[config.mk]
export PLATFORM = sky130hd
export DESIGN_NAME = ead_decode
export DESIGN_NICKNAME = d
export VERILOG_FILES = /design/src/ead_pkg.sv /design/src/ead_decode.sv /design/src/ead_scale.sv
export SDC_FILE = /design/constraint.sdc
export NUM_CORES = 1
export LEC_CHECK = 0
export BUFFER_PORTS_ARGS = -buffer_cell sky130_fd_sc_hd__buf_4
export CAP_MARGIN = 20
export CORE_MARGIN = 4
export CORE_UTILIZATION = 35
export CTS_CLUSTER_DIAMETER = 30
export DETAILED_ROUTE_END_ITERATION = 8
export SYNTH_ARGS = -nofsm -noshare
export SYNTH_HDL_FRONTEND = slang
export SYNTH_SLANG_ARGS = --single-unit
[constraint.sdc]
create_clock -name ref_clk -period 5.7 [get_ports ref_clk]
set_input_delay 1.425 -clock ref_clk [delete_from_list [all_inputs] [get_ports ref_clk]]
set_output_delay 1.425 -clock ref_clk [all_outputs]
set_load 0.01 [all_outputs]
[src/ead_pkg.sv]
// Package for the effective address decoder: field positions, masks,
// access sizes and addressing modes.
// Assumes a 16-bit instruction word and 32-bit registers.
package ead_pkg;

    ////////////////////////////////////////////////////////////////////////////
    // Instruction field positions
    localparam int EAD_DST_MSB = 11;
    localparam int EAD_DST_LSB = 8;
    localparam int EAD_SRC_MSB = 7;
    localparam int EAD_SRC_LSB = 4;
    localparam int EAD_D4_MSB = 3;
    localparam int EAD_D4_LSB = 0;
    localparam int EAD_LIT_MSB = 7;
    localparam int EAD_LIT_LSB = 0;
    localparam int EAD_D12_MSB = 11;
    localparam int EAD_D12_LSB = 0;
    localparam int EAD_D4_W = 4;
    localparam int EAD_D8_W = 8;

    ////////////////////////////////////////////////////////////////////////////
    // Masks and reset values
    localparam logic [31:0] EAD_PC_LONG_MASK = 32'hFFFF_FFFC;
    localparam logic [31:0] EAD_WORD_RST = 32'h0000_0000;
    localparam logic [3:0] EAD_NUM_RST = 4'h0;

    ////////////////////////////////////////////////////////////////////////////
    // Access size; the code is also the scale shift
    typedef enum logic [1:0] {
        EAD_SZ_BYTE = 2'h0,
        EAD_SZ_WORD = 2'h1,
        EAD_SZ_LONG = 2'h2
    } ead_size_t;

    // Addressing modes, one-hot
    typedef enum logic [15:0] {
        EAD_M_DIRECT = 16'h0001,
        EAD_M_INDIR = 16'h0002,
        EAD_M_POSTINC = 16'h0004,
        EAD_M_PREDEC = 16'h0008,
        EAD_M_DISP4 = 16'h0010,
        EAD_M_IDXREG = 16'h0020,
        EAD_M_GBRDISP = 16'h0040,
        EAD_M_GBRIDX = 16'h0080,
        EAD_M_PCDISP = 16'h0100,
        EAD_M_BR8 = 16'h0200,
        EAD_M_BR12 = 16'h0400,
        EAD_M_BRREG = 16'h0800,
        EAD_M_IMMZX = 16'h1000,
        EAD_M_IMMSX = 16'h2000,
        EAD_M_TRAP = 16'h4000,
        EAD_M_MAC = 16'h8000
    } ead_mode_t;

endpackage

[src/ead_decode.sv]
// Effective address and operand decode for a 16-bit instruction word.
// Assumes the pipeline presents the register values that belong to the
// instruction in the request cycle; results appear one cycle later.
`timescale 1ns/1ps

// What this block does
// - Direct mode: register itself is operand
// - Indirect: address is destination register value
// - Post-increment: use value, then add 1/2/4
// - Pre-decrement: subtract 1/2/4, write back, use
// - Zero-extended 4-bit offset scaled plus register
// - Zero-extended 8-bit offset scaled plus global base
// - Indexed global base: base plus register zero
// - Counter-relative load: offset times 2/4 plus counter
// - Longword counter load clears two low bits
// - Short branch: sign-extend 8 bits, double, add
// - Long branch: sign-extend 12 bits, double, add
// - Register branch: register plus program counter
// - Logic and test literals zero-extend to 32
// - Move, add, compare literals sign-extend
// - Trap literal zero-extended times four
// - Destination bits 11..8, source bits 7..4
// - Multiply-accumulate: both pointers post-incremented, accumulator result
// - Offset format: base 7..4, offset 3..0
// - Literal in bits 7..0, opcode above
// - Misaligned word or longword data address raises address error, except the second MAC pointer
module ead_decode (
    input wire logic ref_clk,
    input wire logic rst_n,
    input wire logic req_valid,
    input wire logic [15:0] instr,
    input wire ead_pkg::ead_mode_t mode,
    input wire ead_pkg::ead_size_t size,
    input wire logic [31:0] dest_val,
    input wire logic [31:0] src_val,
    input wire logic [31:0] zero_val,
    input wire logic [31:0] gbr_val,
    input wire logic [31:0] pc_val,
    output logic rsp_valid,
    output logic [3:0] dest_num,
    output logic [3:0] src_num,
    output logic [31:0] addr,
    output logic mem_access,
    output logic is_branch,
    output logic [31:0] opnd,
    output logic opnd_valid,
    output logic wb_en,
    output logic [3:0] wb_num,
    output logic [31:0] wb_val,
    output logic wb2_en,
    output logic [3:0] wb2_num,
    output logic [31:0] wb2_val,
    output logic acc_pair,
    output logic addr_err
);
    import ead_pkg::*;

    ////////////////////////////////////////////////////////////////////////////
    // Field extraction
    logic [3:0] dst_f;
    logic [3:0] src_f;
    logic [3:0] d4_f;
    logic [7:0] lit_f;
    logic [11:0] d12_f;
    logic [31:0] step_w;
    logic [31:0] d4_sc;
    logic [31:0] d8_sc;

    assign dst_f = instr[EAD_DST_MSB:EAD_DST_LSB];
    assign src_f = instr[EAD_SRC_MSB:EAD_SRC_LSB];
    assign d4_f = instr[EAD_D4_MSB:EAD_D4_LSB];
    assign lit_f = instr[EAD_LIT_MSB:EAD_LIT_LSB];
    assign d12_f = instr[EAD_D12_MSB:EAD_D12_LSB];

    // Size in bytes: 1, 2 or 4
    assign step_w = 32'h0000_0001 << size;

    ead_scale #(
        .W(EAD_D4_W)
    ) u_scale4 (
        .disp(d4_f),
        .size(size),
        .scaled(d4_sc)
    );

    ead_scale #(
        .W(EAD_D8_W)
    ) u_scale8 (
        .disp(lit_f),
        .size(size),
        .scaled(d8_sc)
    );

    ////////////////////////////////////////////////////////////////////////////
    // Next-state decode
    logic [31:0] addr_d;
    logic mem_d;
    logic br_d;
    logic [31:0] opnd_d;
    logic opnd_v_d;
    logic wb_en_d;
    logic [3:0] wb_num_d;
    logic [31:0] wb_val_d;
    logic wb2_en_d;
    logic [31:0] wb2_val_d;
    logic acc_d;
    logic err_d;

    always_comb begin
        addr_d = EAD_WORD_RST;
        mem_d = 1'b0;
        br_d = 1'b0;
        opnd_d = EAD_WORD_RST;
        opnd_v_d = 1'b0;
        wb_en_d = 1'b0;
        wb_num_d = EAD_NUM_RST;
        wb_val_d = EAD_WORD_RST;
        wb2_en_d = 1'b0;
        wb2_val_d = EAD_WORD_RST;
        acc_d = 1'b0;
        case (mode)
            EAD_M_DIRECT: begin
                opnd_d = dest_val;
                opnd_v_d = 1'b1;
            end
            EAD_M_INDIR: begin
                addr_d = dest_val;
                mem_d = 1'b1;
            end
            EAD_M_POSTINC: begin
                addr_d = src_val;
                mem_d = 1'b1;
                wb_en_d = 1'b1;
                wb_num_d = src_f;
                wb_val_d = src_val + step_w;
            end
            EAD_M_PREDEC: begin
                addr_d = dest_val - step_w;
                mem_d = 1'b1;
                wb_en_d = 1'b1;
                wb_num_d = dst_f;
                wb_val_d = dest_val - step_w;
            end
            EAD_M_DISP4: begin
                addr_d = src_val + d4_sc;
                mem_d = 1'b1;
            end
            EAD_M_IDXREG: begin
                addr_d = dest_val + zero_val;
                mem_d = 1'b1;
            end
            EAD_M_GBRDISP: begin
                addr_d = gbr_val + d8_sc;
                mem_d = 1'b1;
            end
            EAD_M_GBRIDX: begin
                addr_d = gbr_val + zero_val;
                mem_d = 1'b1;
            end
            EAD_M_PCDISP: begin
                mem_d = 1'b1;
                if (size == EAD_SZ_LONG) begin
                    addr_d = (pc_val & EAD_PC_LONG_MASK) + d8_sc;
                end else begin
                    addr_d = pc_val + {23'h00_0000, lit_f, 1'b0};
                end
            end
            EAD_M_BR8: begin
                addr_d = pc_val + {{23{lit_f[7]}}, lit_f, 1'b0};
                br_d = 1'b1;
            end
            EAD_M_BR12: begin
                addr_d = pc_val + {{19{d12_f[11]}}, d12_f, 1'b0};
                br_d = 1'b1;
            end
            EAD_M_BRREG: begin
                addr_d = pc_val + dest_val;
                br_d = 1'b1;
            end
            EAD_M_IMMZX: begin
                opnd_d = {24'h00_0000, lit_f};
                opnd_v_d = 1'b1;
            end
            EAD_M_IMMSX: begin
                opnd_d = {{24{lit_f[7]}}, lit_f};
                opnd_v_d = 1'b1;
            end
            EAD_M_TRAP: begin
                opnd_d = {22'h00_0000, lit_f, 2'b00};
                opnd_v_d = 1'b1;
            end
            EAD_M_MAC: begin
                // Two post-incremented pointers, result to accumulator pair
                addr_d = src_val;
                mem_d = 1'b1;
                wb_en_d = 1'b1;
                wb_num_d = src_f;
                wb_val_d = src_val + step_w;
                wb2_en_d = 1'b1;
                wb2_val_d = dest_val + step_w;
                acc_d = 1'b1;
            end
            default: begin
                mem_d = 1'b0;
            end
        endcase
        // Alignment is checked on the first data address only
        case (size)
            EAD_SZ_WORD: err_d = mem_d & addr_d[0];
            EAD_SZ_LONG: err_d = mem_d & (|addr_d[1:0]);
            default: err_d = 1'b0;
        endcase
    end

    ////////////////////////////////////////////////////////////////////////////
    // Response strobe
    always_ff @(posedge ref_clk) begin
        if (!rst_n) begin
            rsp_valid <= 1'b0;
        end else begin
            rsp_valid <= req_valid;
        end
    end

    // Register numbers
    always_ff @(posedge ref_clk) begin
        if (!rst_n) begin
            dest_num <= EAD_NUM_RST;
            src_num <= EAD_NUM_RST;
        end else if (req_valid) begin
            dest_num <= dst_f;
            src_num <= src_f;
        end
    end

    // Address group
    always_ff @(posedge ref_clk) begin
        if (!rst_n) begin
            addr <= EAD_WORD_RST;
            mem_access <= 1'b0;
            is_branch <= 1'b0;
            addr_err <= 1'b0;
        end else begin
            addr <= req_valid ? addr_d : addr;
            mem_access <= req_valid & mem_d;
            is_branch <= req_valid & br_d;
            addr_err <= req_valid & err_d;
        end
    end

    // Operand group
    always_ff @(posedge ref_clk) begin
        if (!rst_n) begin
            opnd <= EAD_WORD_RST;
            opnd_valid <= 1'b0;
        end else begin
            opnd <= req_valid ? opnd_d : opnd;
            opnd_valid <= req_valid & opnd_v_d;
        end
    end

    // Register write-back group
    always_ff @(posedge ref_clk) begin
        if (!rst_n) begin
            wb_en <= 1'b0;
            wb_num <= EAD_NUM_RST;
            wb_val <= EAD_WORD_RST;
            wb2_en <= 1'b0;
            wb2_num <= EAD_NUM_RST;
            wb2_val <= EAD_WORD_RST;
            acc_pair <= 1'b0;
        end else begin
            wb_en <= req_valid & wb_en_d;
            wb2_en <= req_valid & wb2_en_d;
            acc_pair <= req_valid & acc_d;
            if (req_valid) begin
                wb_num <= wb_num_d;
                wb_val <= wb_val_d;
                wb2_num <= dst_f;
                wb2_val <= wb2_val_d;
            end
        end
    end
endmodule // ead_decode

[src/ead_scale.sv]
// Zero-extends a displacement field and scales it by access size.
// Assumes the size code equals the left shift (0, 1 or 2).
`timescale 1ns/1ps
module ead_scale #(
    parameter int W = 4
) (
    input wire logic [W-1:0] disp,
    input wire ead_pkg::ead_size_t size,
    output logic [31:0] scaled
);
    import ead_pkg::*;

    logic [31:0] zext_w;

    assign zext_w = {{(32 - W){1'b0}}, disp};

    always_comb begin
        case (size)
            EAD_SZ_WORD: scaled = {zext_w[30:0], 1'b0};
            EAD_SZ_LONG: scaled = {zext_w[29:0], 2'b00};
            default: scaled = zext_w;
        endcase
    end

endmodule // ead_scale

# Yosys cells after proc, flatten, opt, wreduce, memory -nomap -nowiden
# Index checks and enable logic that the tools add are counted.
[op_classes]
shift = 1
eq_ne = 18
n_addsub = 12
bitwise = 8
reduce_logical = 6
n_mux = 14
[ops]
columns = ["operator", "n"]
rows = [
  ["one-hot mux 32 bit (11 select lines)", 1],
  ["adder 32 bit", 10],
  ["one-hot mux 32 bit (4 select lines)", 1],
  ["2-to-1 mux 32 bit", 2],
  ["one-hot mux 32 bit (2 select lines)", 1],
  ["adder 32 x 9 -> 32 bit", 1],
  ["left shift 1 x 2 -> 32 bit, first input constant", 1],
  ["subtractor 32 bit", 1],
  ["one-hot mux 10 bit (2 select lines)", 1],
  ["== test 16 x 1 -> 1 bit, second input constant", 1],
  ["== test 16 x 10 -> 1 bit, second input constant", 1],
  ["== test 16 x 11 -> 1 bit, second input constant", 1],
  ["== test 16 x 12 -> 1 bit, second input constant", 1],
  ["== test 16 x 13 -> 1 bit, second input constant", 1],
  ["== test 16 x 14 -> 1 bit, second input constant", 1],
  ["== test 16 x 15 -> 1 bit, second input constant", 1],
  ["== test 16 bit, second input constant", 1],
  ["== test 16 x 2 -> 1 bit, second input constant", 1],
  ["== test 16 x 3 -> 1 bit, second input constant", 1],
  ["== test 16 x 4 -> 1 bit, second input constant", 1],
  ["== test 16 x 5 -> 1 bit, second input constant", 1],
  ["== test 16 x 6 -> 1 bit, second input constant", 1],
  ["== test 16 x 7 -> 1 bit, second input constant", 1],
  ["== test 16 x 8 -> 1 bit, second input constant", 1],
  ["12 further kinds", 25],
]
[word_totals]
output_inout_bits = 152
regBits = 147

# Longest topological paths before layout
[depth]
word_depth = 9
mapped_depth = 18

# Cells and area by module
# A second synthesis with hierarchy kept.
[unflattened]
hier_cells = 2499
hier_area_um2 = 18910.6
[by_module_without_submodules]
columns = ["module", "area_each_um2", "n_inst", "cells_per_inst", "seq_area_each_um2"]
rows = [
  ["ead_decode", 18241.2, 1, 2400, 2942.8],
  ["ead_scale at u_scale8", 369.1, 1, 55, 0.0],
  ["ead_scale at u_scale4", 300.3, 1, 44, 0.0],
]

# Worst setup path before layout
# No wires, ideal clock.
[synth_timing]
kind = "input to register"
start = "in mode[8]"
end = "reg addr[28]"
slack_ns = -0.262
n_path_buf = 2
arrival_time_ns = 5.835
setup_time_ns = 0.127
stages = 17
required_time_ns = 5.573
cell_sequence = "buf_2 > nor4_4 > nand4_2 > nor4_2 > clkbuf_1 > mux2_2 > ha_1 > fa_1 > a21o_1 > a221o_1 > a41oi_1 > a21boi_0 > or2_2 > a221oi_1 > nor3_1 > o31ai_1 > nand3_1"
[synth_via]
elab_chain_cells = 3
elab_cells_between_ends = 14
cone_classes = "eq/ne (12); mux (1); reduce/logical (1)"
[synth_lines]
columns = ["item", "line_no", "rtl"]
rows = [
  ["start, declared", "ead_decode.sv:32", "input wire ead_pkg::ead_mode_t mode,"],
  ["== test 16 bit or == test 16 x 3 -> 1 bit (tied branches)", "ead_decode.sv:121", "case (mode)"],
  ["OR reduction 2 bit (no source line)", "-", ""],
  ["one-hot mux 32 bit (11 select lines) *", "ead_decode.sv:121", ""],
  ["end signal, assigned", "ead_decode.sv:244", "addr <= req_valid ? addr_d : addr;"],
  ["end, declared", "ead_decode.sv:42", "output logic [31:0] addr,"],
]
# Mark *: on every way between the ends. The rest lies on a longest branch, timed or not.
# A chain may end at the register's enable or synchronous reset.

# Final worst setup path
[layout_timing]
start = "in mode[15]"
end = "reg addr[15]"
# The elaborated chain is that of the path after synthesis.

==> out/metrics.yaml <==
floorplanning:
  num_rows: 79
  design.core.area_um2: 46700
  fp.dieArea_um2: 50900
  ios: 349
  initial_core_util_pct: 35.5
  die_x_um: 226
  die_h_um: 226
worst_setup_path:
  cp_data_required_time_ps: 6050
  rr_endpoint: "addr[30]"
  rrSetupSlack_ps: 4010
  cpMaxStageDelayCell: "a2111oi_1"
  critPathKind: "in2reg"
  endpoint: "addr[15]"
  path_common_cell: "buf_4"
  cp.arrival_ps: 5960
  setup.worst_path.end_class: "flip-flop"
  worstRegToRegCells: 7
  critPathMaxStageDelay_ps: 480
  critPathLaunch: "mode[15]"
  crit_buf_inv: 4
  path_cells: "buf_4 -> nor4_4 -> buf_4 -> nand4_4 -> nor4_4 -> buf_6 -> mux2_2 -> ha_1 -> a21o_1 -> a21oi_2 -> buf_4 -> o21ai_0 -> a41o_1 -> a31oi_1 -> xnor2_1 -> a2111oi_1 -> o221ai_1 -> a2bb2oi_1"
  cp.depth: 18
  cp_max_fo: 6
  cpLargestDelayFamily: "compound AO/OA/AOI/OAI gates"
  cp-start-kind: "input port"
  r2r_start: "addr[30]"
placement:
  io_buffers: 344
  gp_congestion: 0.989
  dp_slack_ps: -436
  numPlacedInstances: 3346
  dp_hpwl_um: 68900
finish:
  nets: 3098
  synthToLayoutAreaGrowth_pct: 35.2
  multiInputGateArea_um2: 13000
  final_cells: 3381
  drive_gt1_share_pct: 27.9
  seq_area_um2: 2940
  n_fill_cell: 4789
cts:
  hold_buffers: 0
  clkSinkCount: 147
  cts-root-buf: "clkbuf_16"
  cts_max_level: 4
  numCtsBuffers: 17
  postCtsSetupBuffers: 0
  clkTransAtPathRegs_ps: 70
  clock_latency_ps: 450
  cts_tree: "done"
  clk_path_buf_depth: 2
  postCtsResizedCells: 0
synth:
  avgSynthCellArea_um2: 7.45
  synthArstFlopShare_pct: 0
  synth_flop_cell: "dfxtp_1"
  yosys.cell_types.count: 90
  synth_fp_nets: 2563
  synth_area_um2: 16600
  ys_seq_area_share_pct: 17.8
  syn_inst: 2224
  ys_warn_count: 0
  synth.ff_latch_count: 147
  synth_edf_count: 0
route:
  viasPerCell: 5.96
  vias: 20200
  first_pass_iters: 8
  ant_nets: 0
  wl_per_cell_um: 25.0
  drt_iter0_drc: 2233
  routed_wl_um: 84400
  drcViolationCount: 0
global_route:
  grt-ovfl-total: 0
  first_global_vias: 19100
  antenna_found_initial: 3
  grt_first_pass_wirelength_um: 122000
  grt_util_all_layers_pct: 31.8
  grt_start_max_net_pins: 80
timing:
  post-route-worst-setup-slack_ps: 97.4
  fmax_mhz: 178
  slew_viol_final: 0
  rsz0062_at_grt: "false"
  max_slew_margin_pct: 32.2
  tightest_slew_ps: 1010
  whs_ps: 453
  post-route-period-util_pct: 98.3
  skew_ps: 0
  setup_viol: 0
  hold_violations: 0
  tns_ps: 0
  fin_crit_ps: 5600
power_and_ir_drop:
  p_leak_nw: 9.64
  ir_drop_v: 0.000196
  report.power.total_mw: 3.69
  powerDensity_nw_per_um2: 165
hold_path:
  min_path_type: "reg2reg"
outcome:
  status: "complete, no violations"
flow_run:
  drv_cap: 0
-- worst reg2reg max path: cells and delay by family (launching register included) --
kind	cells	cell delay, ps
flip-flops	1	360
AO/OA/AOI/OAI	6	1060
buffers and inverters	1	160
-- cells by family (layout without fill, tap and decap cells) --
group	after synthesis	count (layout)	synth area share, %
compound gates	744	744	29.3
buf+inv	177	725	4.36
other cells	0	2	0
flops	147	147	17.8
fa+ha+maj	142	142	11.1
simple gates	760	760	23.3
xor+xnor	201	201	10.6
mux	53	53	3.51
-- per-stage QoR --
| step | cell area, um2 | utilization, % |
|---|---|---|
| after global placement | 21700 | 46.5 |
| after detailed placement | 21700 | 46.5 |
| final | 22400 | 48.0 |
| after floorplan | 16600 | - |
| after CTS | 22300 | 47.8 |
| after global routing | 22400 | 48.0 |
-- cell type report --
cell class              instances  share of cell area (%)
well taps                     607                    3.39
repair buffers                647                    21.8
multi-input cells            1900                    58.2
inverters                      46                   0.771
flip-flops and latches        147                    13.1
clock buffers                  18                    1.92
clock inverters                14                   0.788
diodes                          2                  0.0223
-- Yosys cell counts (9+ instances only) --
cell type / n / area, um2
xor2_1: 79 / 692
xnor2_1: 122 / 1070
clkbuf_1: 99 / 372
nand3_1: 61 / 305
and3_1: 27 / 169
mux2_2: 41 / 462
a31oi_1: 24 / 150
nor3_1: 52 / 260
and2_1: 33 / 206
o21ai_0: 176 / 881
nand4_1: 30 / 188
buf_2: 19 / 95.1
dfxtp_1: 147 / 2940
a211o_1: 10 / 87.6
a222oi_1: 22 / 220
a22oi_1: 32 / 240
o211a_1: 16 / 160
inv_1: 46 / 173
o221ai_1: 16 / 140
nand2b_1: 15 / 93.8
or2_2: 10 / 62.6
nor2b_1: 22 / 138
or3_1: 20 / 125
a211oi_1: 18 / 135
o21ai_1: 9 / 45.0
nor4_1: 29 / 181
a221oi_1: 21 / 184
nor2_1: 131 / 492
mux2i_1: 12 / 120
nand2_1: 272 / 1020
o21a_1: 18 / 135
o21bai_1: 12 / 90.1
a21o_1: 40 / 300
a21oi_1: 209 / 1050
o211ai_1: 18 / 135
a22o_1: 12 / 105
o22ai_1: 11 / 68.8
ha_1: 134 / 1680
-- routing by layer --
metal	GRT usage [%]	part of all wire [%]	vias up
met4	9.05	2.7	2
met5	0	0.011	-
met3	5.08	8.6	124
met1	45.8	45	9646
met2	49.1	43	1003
li1	-	-	9391
-- sequential cells by signal, indices dropped and copies added (netlist names), 4 cells and up --
signal and cells:
addr 32, opnd 32, wb2_val 32, wb_val 32, src_num 4, wb2_num 4
wb_num 4
-- how the worst min path moves through the flow --
| stage | from | to | cells past startpoint |
|---|---|---|---|
| global route | opnd[10] | opnd[10] | 2 |
| CTS | opnd[14] | opnd[14] | 2 |
| global placement | opnd[16] | opnd[16] | 2 |
| finish | opnd[14] | opnd[14] | 2 |
| detailed placement | opnd[14] | opnd[14] | 2 |
| floorplan | addr[11] | addr[11] | 2 |
-- power by group --
part	switching [mW]	total [mW]	internal (mW)
logic	0.797	1.42	0.618
clock network	0.524	1.22	0.693
registers	0.0118	1.05	1.04
-- layout by cell type, fill, tap and decap left out, drive strengths merged, types with 12 or more instances in the layout --
master    n
o21ai   185
a21oi   209
a222oi   22
mux2     41
a31oi    24
and3     27
a21o     40
mux2i    12
a221oi   24
nand4    32
o21bai   12
nor4     35
nor2b    22
a22o     12
nand2   272
inv      49
or3      20
xor2     79
a22oi    32
buf     647
and2     33
xnor2   122
nor2    131
clkbuf   18
nand2b   15
o21a     18
nor3     53
o211ai   18
a211oi   18
ha      134
o221ai   16
nand3    61
dfxtp   147
o211a    16
Power figures use the tool's default switching activity.
